**src/verilog/pic_pkg.sv**
```systemverilog
// Package for the priority interrupt controller: map, resets, carriers
`default_nettype none
package pic_pkg;

  // ==========================================================
  // Register map (byte offsets on the plain register port)
  localparam logic [7:0] REG_CTRL_OFF    = 8'h00;
  localparam logic [7:0] REG_SENSE_OFF   = 8'h01;
  localparam logic [7:0] REG_ENABLE_OFF  = 8'h02;
  localparam logic [7:0] REG_KEYMASK_OFF = 8'h03;
  localparam logic [7:0] REG_PEND_OFF    = 8'h04;
  localparam logic [7:0] REG_VEC_OFF     = 8'h05;

  // ==========================================================
  // Field positions and values after reset
  localparam int         NMI_EDGE_BIT   = 0;
  localparam logic [7:0] CTRL_RST       = 8'h00;
  localparam logic [7:0] SENSE_RST      = 8'h00;
  localparam logic [7:0] ENABLE_RST     = 8'h00;
  localparam logic [7:0] KEY_MASK_RST   = 8'hbf;
  localparam logic [7:0] WAKE_LINES     = 8'h47;

  // ==========================================================
  // Vector numbers and counts
  localparam logic [5:0] VEC_NMI        = 6'h03;
  localparam logic [5:0] VEC_EXT_BASE   = 6'h04;
  localparam logic [5:0] VEC_INT_BASE   = 6'h0c;
  localparam int         NUM_LINES      = 8;
  localparam int         NUM_PERIPH     = 26;
  localparam int         ACK_STAGE_CLRS = 1;

  // ==========================================================
  // Carriers
  typedef struct packed {
    logic [7:0] addr;
    logic [7:0] wdata;
    logic       wr;
    logic       rd;
  } reg_bus_s;

  typedef struct packed {
    logic        valid;
    logic [5:0]  vector;
    logic [15:0] table_addr;
  } cpu_req_s;

  // Table entries are 16-bit words
  function automatic logic [15:0] vec_table_addr(input logic [5:0] vec);
    vec_table_addr = {9'h000, vec, 1'b0};
  endfunction

endpackage
`default_nettype wire

```
**src/verilog/prio_pick.sv**
```systemverilog
// Fixed priority picker: lowest set index wins
`timescale 1ns/1ns
`default_nettype none
module prio_pick
  import pic_pkg::*;
#(
  parameter int W  = 8,
  parameter int IW = (W > 1) ? $clog2(W) : 1
) (
  input  wire logic [W-1:0]  req_in,
  output logic               valid_out,
  output logic [IW-1:0]      index_out
);

  // ==========================================================
  // Scan from the top so the lowest index is left standing
  always_comb begin
    valid_out = |req_in;
    index_out = '0;
    for (int i = W - 1; i >= 0; i--) begin
      if (req_in[i]) begin
        index_out = IW'(i);
      end
    end
  end

endmodule
`default_nettype wire

```
**src/verilog/ext_line_detect.sv**
```systemverilog
// Per-line falling-edge capture and pending flags for external lines
`timescale 1ns/1ns
`default_nettype none
module ext_line_detect
  import pic_pkg::*;
#(
  parameter int N = NUM_LINES
) (
  input  wire logic         sys_clk_in,
  input  wire logic         reset_n_in,
  input  wire logic [N-1:0] low_in,
  input  wire logic [N-1:0] sense_in,
  input  wire logic [N-1:0] enable_in,
  input  wire logic [N-1:0] ack_in,
  input  wire logic         mask_bit_in,
  output logic [N-1:0]      edge_out,
  output logic [N-1:0]      pend_out
);

  logic [N-1:0] low_prev_q;
  logic [N-1:0] clr;

  // ==========================================================
  // Edge detect on already synchronised levels
  always_ff @(posedge sys_clk_in or negedge reset_n_in) begin
    if (!reset_n_in) begin
      low_prev_q <= '0;
    end else begin
      low_prev_q <= low_in;
    end
  end

  assign edge_out = low_in & ~low_prev_q;
  // Pending survives an enable clear; cleared by ack or mask+level+off
  assign clr = ack_in | ({N{mask_bit_in}} & ~sense_in & ~enable_in);

  // ==========================================================
  // New edge wins over a clear in the same cycle
  always_ff @(posedge sys_clk_in or negedge reset_n_in) begin
    if (!reset_n_in) begin
      pend_out <= '0;
    end else begin
      pend_out <= (pend_out & ~clr) | (edge_out & sense_in & enable_in);
    end
  end

endmodule
`default_nettype wire

```
**src/verilog/priority_interrupt_controller.sv**
```systemverilog
// Priority interrupt controller top: pins, registers, arbitration, CPU hand-off
//
// Implementation choices: the address map and the address-and-strobe port.
`timescale 1ns/1ns
`default_nettype none
module priority_interrupt_controller
  import pic_pkg::*;
#(
  parameter int NPER = NUM_PERIPH
) (
  input  wire logic                 sys_clk_in,
  input  wire logic                 reset_n_in,
  input  wire reg_bus_s             reg_bus_in,
  output logic [7:0]                reg_rdata_out,
  input  wire logic                 nmi_n_in,
  input  wire logic [NUM_LINES-1:0] line_n_in,
  input  wire logic [NUM_LINES-1:0] key_sense_input_n_in,
  input  wire logic [NPER-1:0]      periph_req_in,
  input  wire logic [NPER-1:0]      periph_en_in,
  input  wire logic                 mask_bit_in,
  input  wire logic                 cpu_ack_in,
  input  wire logic                 hw_standby_in,
  input  wire logic                 soft_standby_in,
  output cpu_req_s                  cpu_req_out,
  output logic                      wake_out
);

  localparam int PIW = (NPER > 1) ? $clog2(NPER) : 1;

  // ==========================================================
  // Register file
  logic [7:0]           ctrl_q;
  logic [7:0]           line_sense_control_q;
  logic [7:0]           line_enable_register_q;
  logic [7:0]           key_sense_mask_q;
  logic                 nonmaskable_edge_select;

  always_ff @(posedge sys_clk_in or negedge reset_n_in) begin
    if (!reset_n_in) begin
      ctrl_q                 <= CTRL_RST;
      line_sense_control_q   <= SENSE_RST;
      line_enable_register_q <= ENABLE_RST;
      key_sense_mask_q       <= KEY_MASK_RST;
    end else if (reg_bus_in.wr) begin
      case (reg_bus_in.addr)
        REG_CTRL_OFF:    ctrl_q <= reg_bus_in.wdata & 8'h01;
        REG_SENSE_OFF:   line_sense_control_q   <= reg_bus_in.wdata;
        REG_ENABLE_OFF:  line_enable_register_q <= reg_bus_in.wdata;
        REG_KEYMASK_OFF: key_sense_mask_q       <= reg_bus_in.wdata;
        default: begin
        end
      endcase
    end
  end

  assign nonmaskable_edge_select = ctrl_q[NMI_EDGE_BIT];

  // ==========================================================
  // Pin synchronisers; first stage feeds only the second
  logic                 nmi_s1_q;
  logic                 nmi_s2_q;
  logic                 nmi_prev_q;
  logic [NUM_LINES-1:0] line_s1_q;
  logic [NUM_LINES-1:0] line_s2_q;
  logic [NUM_LINES-1:0] key_s1_q;
  logic [NUM_LINES-1:0] key_s2_q;

  always_ff @(posedge sys_clk_in or negedge reset_n_in) begin
    if (!reset_n_in) begin
      nmi_s1_q   <= 1'b1;
      nmi_s2_q   <= 1'b1;
      nmi_prev_q <= 1'b1;
      line_s1_q  <= '1;
      line_s2_q  <= '1;
      key_s1_q   <= '1;
      key_s2_q   <= '1;
    end else begin
      nmi_s1_q   <= nmi_n_in;
      nmi_s2_q   <= nmi_s1_q;
      nmi_prev_q <= nmi_s2_q;
      // Pad level read whatever the port direction is
      line_s1_q  <= line_n_in;
      line_s2_q  <= line_s1_q;
      key_s1_q   <= key_sense_input_n_in;
      key_s2_q   <= key_s1_q;
    end
  end

  // ==========================================================
  // Key sense merge onto line six
  logic                 key_hit;
  logic [NUM_LINES-1:0] line_low;

  assign key_hit = |(~key_s2_q & ~key_sense_mask_q);

  always_comb begin
    line_low    = ~line_s2_q;
    line_low[6] = ~line_s2_q[6] | key_hit;
  end

  // ==========================================================
  // Nonmaskable edge capture
  logic nmi_edge;
  logic nmi_pend_q;
  logic ack_nmi;

  // Rising when select is 1, falling when 0
  assign nmi_edge = nonmaskable_edge_select ?
                    (nmi_s2_q & ~nmi_prev_q) :
                    (~nmi_s2_q & nmi_prev_q);
  assign ack_nmi  = cpu_ack_in & cpu_req_out.valid &
                    (cpu_req_out.vector == VEC_NMI);

  always_ff @(posedge sys_clk_in or negedge reset_n_in) begin
    if (!reset_n_in) begin
      nmi_pend_q <= 1'b0;
    end else if (hw_standby_in) begin
      nmi_pend_q <= 1'b0;
    end else begin
      // Edge in the ack cycle is kept
      nmi_pend_q <= nmi_edge | (nmi_pend_q & ~ack_nmi);
    end
  end

  // ==========================================================
  // External lines
  logic [NUM_LINES-1:0] line_edge;
  logic [NUM_LINES-1:0] line_pend;
  logic [NUM_LINES-1:0] line_ack;
  logic [NUM_LINES-1:0] ext_req;
  logic                 ext_valid;
  logic [2:0]           ext_idx;

  ext_line_detect #(
    .N (NUM_LINES)
  ) u_detect (
    .sys_clk_in  (sys_clk_in),
    .reset_n_in  (reset_n_in),
    .low_in      (line_low),
    .sense_in    (line_sense_control_q),
    .enable_in   (line_enable_register_q),
    .ack_in      (line_ack),
    .mask_bit_in (mask_bit_in),
    .edge_out    (line_edge),
    .pend_out    (line_pend)
  );

  always_comb begin
    line_ack = '0;
    if (cpu_ack_in && cpu_req_out.valid &&
        cpu_req_out.vector >= VEC_EXT_BASE &&
        cpu_req_out.vector < VEC_INT_BASE) begin
      line_ack[3'(cpu_req_out.vector - VEC_EXT_BASE)] = 1'b1;
    end
  end

  // Level lines need the enable; edge pendings were gated on capture
  assign ext_req = (line_sense_control_q & line_pend) |
                   (~line_sense_control_q & line_low &
                    line_enable_register_q);

  // ==========================================================
  // First decision state for external and nonmaskable requests
  logic [NUM_LINES-1:0] ext_stage_q;
  logic                 nmi_stage_q;

  // Snapshot keeps a request alive one state past its enable clear
  always_ff @(posedge sys_clk_in or negedge reset_n_in) begin
    if (!reset_n_in) begin
      ext_stage_q <= '0;
      nmi_stage_q <= 1'b0;
    end else if (cpu_ack_in) begin
      ext_stage_q <= '0;
      nmi_stage_q <= 1'b0;
    end else begin
      ext_stage_q <= ext_req;
      nmi_stage_q <= nmi_pend_q & ~hw_standby_in;
    end
  end

  // ==========================================================
  // Final decision: nonmaskable, then lines, then peripherals
  logic [NUM_LINES-1:0] ext_go;
  logic [NPER-1:0]      int_go;
  logic                 int_valid;
  logic [PIW-1:0]       int_idx;
  cpu_req_s             req_d;
  cpu_req_s             req_q;

  assign ext_go = ext_stage_q & {NUM_LINES{~mask_bit_in}};
  assign int_go = periph_req_in & periph_en_in &
                  {NPER{~mask_bit_in}};

  prio_pick #(
    .W (NUM_LINES)
  ) u_ext_pick (
    .req_in    (ext_go),
    .valid_out (ext_valid),
    .index_out (ext_idx)
  );

  prio_pick #(
    .W (NPER)
  ) u_int_pick (
    .req_in    (int_go),
    .valid_out (int_valid),
    .index_out (int_idx)
  );

  always_comb begin
    req_d = '0;
    if (nmi_stage_q) begin
      req_d.valid  = 1'b1;
      req_d.vector = VEC_NMI;
    end else if (ext_valid) begin
      req_d.valid  = 1'b1;
      req_d.vector = VEC_EXT_BASE + 6'(ext_idx);
    end else if (int_valid) begin
      req_d.valid  = 1'b1;
      req_d.vector = VEC_INT_BASE + 6'(int_idx);
    end
    req_d.table_addr = vec_table_addr(req_d.vector);
  end

  // Held each state until the CPU takes it at an instruction end
  always_ff @(posedge sys_clk_in or negedge reset_n_in) begin
    if (!reset_n_in) begin
      req_q <= '0;
    end else if (cpu_ack_in) begin
      req_q <= '0;
    end else begin
      req_q <= req_d;
    end
  end

  assign cpu_req_out = req_q;

  // ==========================================================
  // Software standby wake
  logic wake_q;

  always_ff @(posedge sys_clk_in or negedge reset_n_in) begin
    if (!reset_n_in) begin
      wake_q <= 1'b0;
    end else begin
      wake_q <= soft_standby_in &
                (nmi_edge | (|(ext_req & WAKE_LINES)));
    end
  end

  assign wake_out = wake_q;

  // ==========================================================
  // Register read port, data one cycle after the strobe
  always_ff @(posedge sys_clk_in or negedge reset_n_in) begin
    if (!reset_n_in) begin
      reg_rdata_out <= 8'h00;
    end else if (reg_bus_in.rd) begin
      case (reg_bus_in.addr)
        REG_CTRL_OFF:    reg_rdata_out <= ctrl_q;
        REG_SENSE_OFF:   reg_rdata_out <= line_sense_control_q;
        REG_ENABLE_OFF:  reg_rdata_out <= line_enable_register_q;
        REG_KEYMASK_OFF: reg_rdata_out <= key_sense_mask_q;
        REG_PEND_OFF:    reg_rdata_out <= line_pend;
        REG_VEC_OFF:     reg_rdata_out <= {req_q.valid, 1'b0, req_q.vector};
        default:         reg_rdata_out <= 8'h00;
      endcase
    end else begin
      reg_rdata_out <= 8'h00;
    end
  end
endmodule
`default_nettype wire

```
**config.mk**
```make
export PLATFORM = sky130hd
export DESIGN_NAME = priority_interrupt_controller
export DESIGN_NICKNAME = d
export VERILOG_FILES = /design/src/verilog/pic_pkg.sv /design/src/verilog/prio_pick.sv /design/src/verilog/ext_line_detect.sv /design/src/verilog/priority_interrupt_controller.sv
export SDC_FILE = /design/constraint.sdc
export NUM_CORES = 1
export LEC_CHECK = 0
export ABC_AREA = 0
export BUFFER_PORTS_ARGS = -buffer_cell sky130_fd_sc_hd__buf_2
export CAP_MARGIN = 20
export CELL_PAD_IN_SITES_DETAIL_PLACEMENT = 1
export CELL_PAD_IN_SITES_GLOBAL_PLACEMENT = 2
export CORE_ASPECT_RATIO = 1.25
export CORE_MARGIN = 5
export CORE_UTILIZATION = 35
export DETAILED_ROUTE_END_ITERATION = 16
export GPL_ROUTABILITY_DRIVEN = 0
export PLACE_DENSITY = 0.95
export SETUP_SLACK_MARGIN = 0.02
export SYNTH_ARGS = -nofsm -noshare
export SYNTH_HDL_FRONTEND = slang
export SYNTH_SLANG_ARGS = --single-unit
```
**constraint.sdc**
```tcl
create_clock -name sys_clk_in -period 2.9 [get_ports sys_clk_in]
set_input_delay 0 -clock sys_clk_in [delete_from_list [all_inputs] [get_ports sys_clk_in]]
set_output_delay 0 -clock sys_clk_in [all_outputs]
set_load 0.005 [all_outputs]
```
==> results.cfg, run 1 <==
[worst_setup_path]
rrSetupSlack_ns = 0.74
crit_fanout = 5
crit_family = compound AO/OA/AOI/OAI gates
critPathRequiredTime_ns = 3.17
path_cells = o41ai_1 > nand2_1 > or4_1 > o22ai_1
regToRegStartpoint = ext_stage_q[4]
reg2reg_to = cpu_req_out[1]
critical-path-max-stage-delay_ns = 0.77
crit_type = reg -> reg
worstSetupEndpointType = register
r2r.worst_path.cells = 4
crit_buf_inv = 0
slowest_stage = o41ai_1
start_kind = register
cp.arrival_ns = 2.43

[global_routing]
grt_use_met1_pct = 19.4
grt_pass1_vias = 4230
grt_first_pass_wirelength_um = 22100
use_met3_pct = 4.02
grt_antenna_before_repair = 0
globalRouteMet2Util_pct = 33.3
grt_usage_pct = 17.9
grt.busiest_layer = met2
grt_max_degree = 77
gr-total-overflow = 0

[timing]
setup_violations = 0
finalHoldViolCount = 0
finalClockSkew_ns = 0.00973
min_period_over_period_pct = 74.4
rsz0062_at_grt = no
finalWorstSetupSlack_ns = 0.742
tns_ns = 0
slew_headroom_pct = 34.8
fmax_ghz = 0.463
layout_min_cycle_time_ns = 2.16
tightest_slew_ns = 0.978
maxSlewViolCount = 0

[die]
die_area_um2 = 15500
rows = 46
fp.dieH_um = 138
fp.coreArea_um2 = 12800
ios = 125
die_w_um = 112
initial_core_util_pct = 35.9

[detailed_routing]
first_iter_violations = 267
num_vias = 3798
avgRoutedWirePerCell_um = 18.7
first_pass_iters = 5
drt.antenna.violating_nets = 0
finalWirelength_um = 13600
vias_per_cell = 5.20
drc = 0

[final_layout]
layout_common_cells = 113 x buf_2, 60 x dfrtp_1, 56 x nand2_1
fillCellCount = 1455
final_area_um2 = 5890
instances_no_fill = 730
final_common_cell = buf_2
n_antenna_cell = 0
nets = 651
final_core_util_pct = 46.1
syn2layout_area_growth_pct = 28.3
drive_gt1_share_pct = 37.2

[pwr]
cellPowerDensity_nw_per_um2 = 548
ir_drop_uv = 560
power_leakage_nw = 2.70

[synthesis]
synth-seq-cells = 102
ys_types = 58
synthFlopType = dfrtp_1
async_reset_ff_share_pct = 100
yosysWarnings = 0
synth_edf_count = 0
yosysSeqAreaShare_pct = 56.8
synth_top_area_share_pct = 32.7
synth_area_um2 = 4590
synth_area_leaders = dfrtp_1 33%, dfstp_2 24%, mux2_2 6.4%, nand2_1 4.6%, a21oi_1 2.8%
yosysTopAreaCell = dfrtp_1
syn_inst = 418
syn_area_per_cell_um2 = 11.0

[placement]
dpl_cell_area_um2 = 5260
io_buffers = 114
place_ws_ns = 0.786
dp.cells = 685
dp_hpwl_um = 10300

[clock_network]
cts_tree = built
htree_levels = 3
path_clk_slew_ns = 0.07
cts_buffers = 9
clock_latency_ns = 0.35
cts_root_buffer = clkbuf_16
clock_path_buffers = 2
clock-sinks = 102
cts_resized = 0

[hold_path]
min_path_type = in -> reg
hp-start = cpu_ack_in
min_path_cells = 2
min_to = ext_stage_q[6]

[status]
status = completed

[job]
cap_violations = 0
## layer usage
metal | share of wire (%) | vias to the layer above | wire (µm)
li1 | - | 1772 | -
met1 | 37 | 1865 | 5100
met2 | 54 | 135 | 7320
met3 | 5.8 | 26 | 791
met4 | 3.2 | 0 | 437
met5 | 0 | - | 0
## layout make-up
class | instances | area, µm² | area share, %
clock buffers | 11 | 275 | 4.68
well taps | 168 | 210 | 3.57
flip-flops and latches | 102 | 2610 | 44.3
inverters | 12 | 45.0 | 0.765
multi-input cells | 287 | 1810 | 30.8
repair buffers | 145 | 878 | 14.9
clock inverters | 5 | 61.3 | 1.04
## power breakdown
group	leakage [nW]	switching (mW)	internal, mW
logic	1.30	0.183	0.160
registers	1.24	0.0586	1.51
clock network	0.155	0.539	0.777
total	2.70	0.781	2.44
## per-stage QoR
| step | hold slack (ns) | power (mW) |
|---|---|---|
| 2_1_floorplan | -0.296 | 1.73 |
| 3_3_place_gp | 0.105 | 1.89 |
| 3_5_place_dp | 0.107 | 1.90 |
| 4_1_cts | 0.00637 | 3.26 |
| 5_1_grt | 0.0222 | 3.37 |
| 6_report | 0.0102 | 3.22 |
## synth_stat cells (all sizes together), types with 2 or more instances
cell type and number:
a221oi 2, nor2b 4, nand3 5, dfrtp 60, a41oi 4, o31ai 3
or4 3, buf 20, a22o 9, clkbuf 6, and3 3, a32oi 2
mux2 26, nand2b 5, inv 12, o21ai 17, o21a 6, a31oi 2
nor3b 4, o311ai 2, nand2 58, dfstp 42, nor4 2, a222oi 5
o41ai 3, and2 3, nor3 7, o2bb2ai 7, a22oi 8, a21oi 26
or3 3, o22ai 6, o211ai 3, nor2 34
## flip-flops by register name, indices dropped and copies added, names as in the netlist, 7 cells and up
name	count
key_s1_q	8
line_s1_q	8
key_s2_q	8
key_sense_mask_q	8
line_enable_register_q	8
cpu_req_out	7
u_detect.low_prev_q	8
line_sense_control_q	8
line_s2_q	8
ext_stage_q	8
u_detect.pend_out	8
reg_rdata_out	8
## cells by family (layout without fill, tap and decap cells)
group / after synthesis / in the layout / synth area share (%)
adder cells (fa/ha/maj): 1 / 1 / 0.273
buffers and inverters: 38 / 173 / 4.50
AND/OR/NAND/NOR: 135 / 135 / 14.4
AO/OA/AOI/OAI: 114 / 114 / 17.4
multiplexers: 26 / 26 / 6.38
flip-flops: 102 / 102 / 56.8
XOR/XNOR: 1 / 1 / 0.191
other: 1 / 10 / 0.0817
## timing repair
| action | 4_1_cts | 5_1_grt |
|---|---|---|
| hold buffers | 29 | 0 |
| endpoints found under the hold margin | 106 | 0 |
| setup buffers | 0 | 0 |
## how the worst max path moves through the flow
| stage | depth (start not counted) | endpoint | from |
|---|---|---|---|
| final | 4 | cpu_req_out[1] | ext_stage_q[4] |
| after CTS | 5 | cpu_req_out[6] | ext_stage_q[4] |
| after global placement | 7 | reg_rdata_out[1] | reg_bus_in[13] |
| after detailed placement | 7 | reg_rdata_out[5] | reg_bus_in[13] |
| after floorplan | 5 | line_sense_control_q[0] | reg_bus_in[13] |
| after global routing | 5 | cpu_req_out[6] | ext_stage_q[4] |
No activity file was read; power rests on OpenSTA's default activity.
==> run 2, diff against run 1 <==
--- a/config.mk
+++ b/config.mk
@@ -12,10 +12,10 @@
 export CELL_PAD_IN_SITES_GLOBAL_PLACEMENT = 2
 export CORE_ASPECT_RATIO = 1.25
 export CORE_MARGIN = 5
-export CORE_UTILIZATION = 35
+export CORE_UTILIZATION = 30
 export DETAILED_ROUTE_END_ITERATION = 16
 export GPL_ROUTABILITY_DRIVEN = 0
-export PLACE_DENSITY = 0.95
+export PLACE_DENSITY = 0.89
 export SETUP_SLACK_MARGIN = 0.02
 export SYNTH_ARGS = -nofsm -noshare
 export SYNTH_HDL_FRONTEND = slang
==> constraint.sdc (replaced) <==
create_clock -name sys_clk_in -period 1.9 [get_ports sys_clk_in]
set_input_delay 0 -clock sys_clk_in [delete_from_list [all_inputs] [get_ports sys_clk_in]]
set_output_delay 0 -clock sys_clk_in [all_outputs]
set_load 0.005 [all_outputs]
==> run 2 against run 1 <==
Effect of this change: wire length rose by 4.0%; setup slack lost 0.61 ns; total power rose by 50%; non-clock buffer count is 14 higher; largest power group unchanged; register-to-register slack got worse by 0.61 ns.
==> results.cfg, run 2 (synthesis gave the netlist of run 1 again) <==
[worst_setup_path]
crit_family = compound AO/OA/AOI/OAI gates
crit_fanout = 5
path_cells = xnor2_1 > nor2_1 > nand2_1 > o21ai_0 > o21ai_0 > o2bb2ai_1
worstSetupEndpointType = register
crit_start = cpu_req_out[4]
critical-path-max-stage-delay_ns = 0.49
cpMostUsedCell = o21ai_0
critical_path_depth = 6
start_kind = register
slowest_stage = dfrtp_1
r2r.worst_path.cells = 6
crit_buf_inv = 0
regToRegStartpoint = cpu_req_out[4]
crit_type = reg -> reg
critPathRequiredTime_ns = 2.12
cp.arrival_ns = 1.99

[global_routing]
grt_antenna_before_repair = 0
gr-total-overflow = 0
grt_pass1_vias = 4400
grt_usage_pct = 16.1
grt_max_degree = 42
grt_first_pass_wirelength_um = 22700

[placement]
dp.cells = 713
place_ws_ns = -0.0197
io_buffers = 114
dpl_cell_area_um2 = 5390
dp_hpwl_um = 11200

[clock_network]
path_clk_slew_ns = 0.07
clock_path_buffers = 2
htree_levels = 3
postCtsSetupRepairBufs = 0
clock_latency_ns = 0.34
cts_root_buffer = clkbuf_16
cts_tree = built
clock-sinks = 102
cts_buffers = 9

[final_layout]
instances_no_fill = 758
drive_gt1_share_pct = 39.2
multi_input_area_um2 = 1840
syn2layout_area_growth_pct = 31.5
final_area_um2 = 6030
layout_common_cells = 113 x buf_2, 60 x dfrtp_1, 55 x nand2_1
fillCellCount = 1688
nets = 665
final_core_util_pct = 40.2
final_common_cell = buf_2
n_antenna_cell = 0
area.sequential_um2 = 2610

[pwr]
pwr-share-seq_pct = 49.2
internal_power_mw = 3.65
cellPowerDensity_nw_per_um2 = 801
power_leakage_nw = 2.79
switchingPower_mw = 1.18
pwr-share-clk_pct = 39.2
p_sw_share_pct = 24.4
ir_drop_uv = 590
design_power_total_mw = 4.84
power_frac_comb_pct = 11.6

[timing]
setup_violations = 0
slew_headroom_pct = 44.0
finalHoldViolCount = 0
fmax_ghz = 0.565
tightest_slew_ns = 0.832
finalClockSkew_ns = 0.00761
min_period_over_period_pct = 93.1
tns_ns = 0
finalWorstSetupSlack_ns = 0.131
maxSlewViolCount = 0
holdWs_ns = 0.0287
layout_min_cycle_time_ns = 1.77
rsz0062_at_grt = no

[detailed_routing]
finalWirelength_um = 14200
drt.antenna.violating_nets = 0
avgRoutedWirePerCell_um = 18.7
num_vias = 3909
vias_per_cell = 5.16
drc = 0
first_pass_iters = 5
first_iter_violations = 245

[die]
fp.coreArea_um2 = 15000
rows = 50
die_area_um2 = 17900
ios = 125
fp.dieH_um = 148
die_w_um = 121
initial_core_util_pct = 30.6

[hold_path]
min_path_cells = 2
min_path_type = in -> reg
hp-start = cpu_ack_in

[status]
status = completed

[job]
cap_violations = 0
==> run 2: cell count changes in the layout (fill, tap and decap cells not counted), sizes merged <==
cell / before / now
buf: 116 / 130
bufinv: 1 / 0
clkbuf: 11 / 12
clkinv: 0 / 2
clkinvlp: 3 / 0
inv: 13 / 14
==> run 2: repair_timing <==
item | in CTS | in global routing
resized for setup | 2 | 2
hold buffers | 29 | 0
endpoints found under the hold margin | 85 | 0
setup endpoints to repair | 3 | 3
==> run 2: worst paths after layout <==
check                                    endpoint  slack (ns)
setup / recovery             u_detect.pend_out[0]        0.13
hold / removal                     ext_stage_q[3]        0.03
setup reg to reg             u_detect.pend_out[0]        0.13
hold reg to reg                      line_s2_q[0]        0.35
max in group asynchronous     key_sense_mask_q[5]        1.05
min in group asynchronous  u_detect.low_prev_q[1]        0.18
==> run 2: power by group through the flow <==
stage / logic, mW / clock network (mW) / registers (mW)
3_3_place_gp: 0.494 / 0 / 2.41
3_5_place_dp: 0.514 / 0 / 2.42
6_report: 0.560 / 1.90 / 2.38
5_1_grt: 0.625 / 2.05 / 2.39
2_1_floorplan: 0.252 / 0 / 2.39
4_1_cts: 0.564 / 1.96 / 2.38
==> run 2: cell type report <==
class	count	share of cell area, %
repair buffers	159	16.5
multi-input cells	287	30.5
inverters	12	0.746
well taps	182	3.77
flip-flops and latches	102	43.2
clock buffers	12	4.79
clock inverters	4	0.539
==> run 2: worst register-to-register path: cells and delay by family, from the launching register on <==
family | cells | cell delay [ns]
AO/OA/AOI/OAI | 3 | 0.64
XOR/XNOR | 1 | 0.18
flip-flops | 1 | 0.49
AND/OR/NAND/NOR | 2 | 0.33
==> run 2: layer usage <==
layer  global-route usage [%]  vias up  wire length [µm]
met4                     7.09        0               510
li1                         -     1806                 -
met3                     3.58       33               878
met1                     18.1     1918              5480
met2                     29.0      152              7320
met5                        0        -                 0
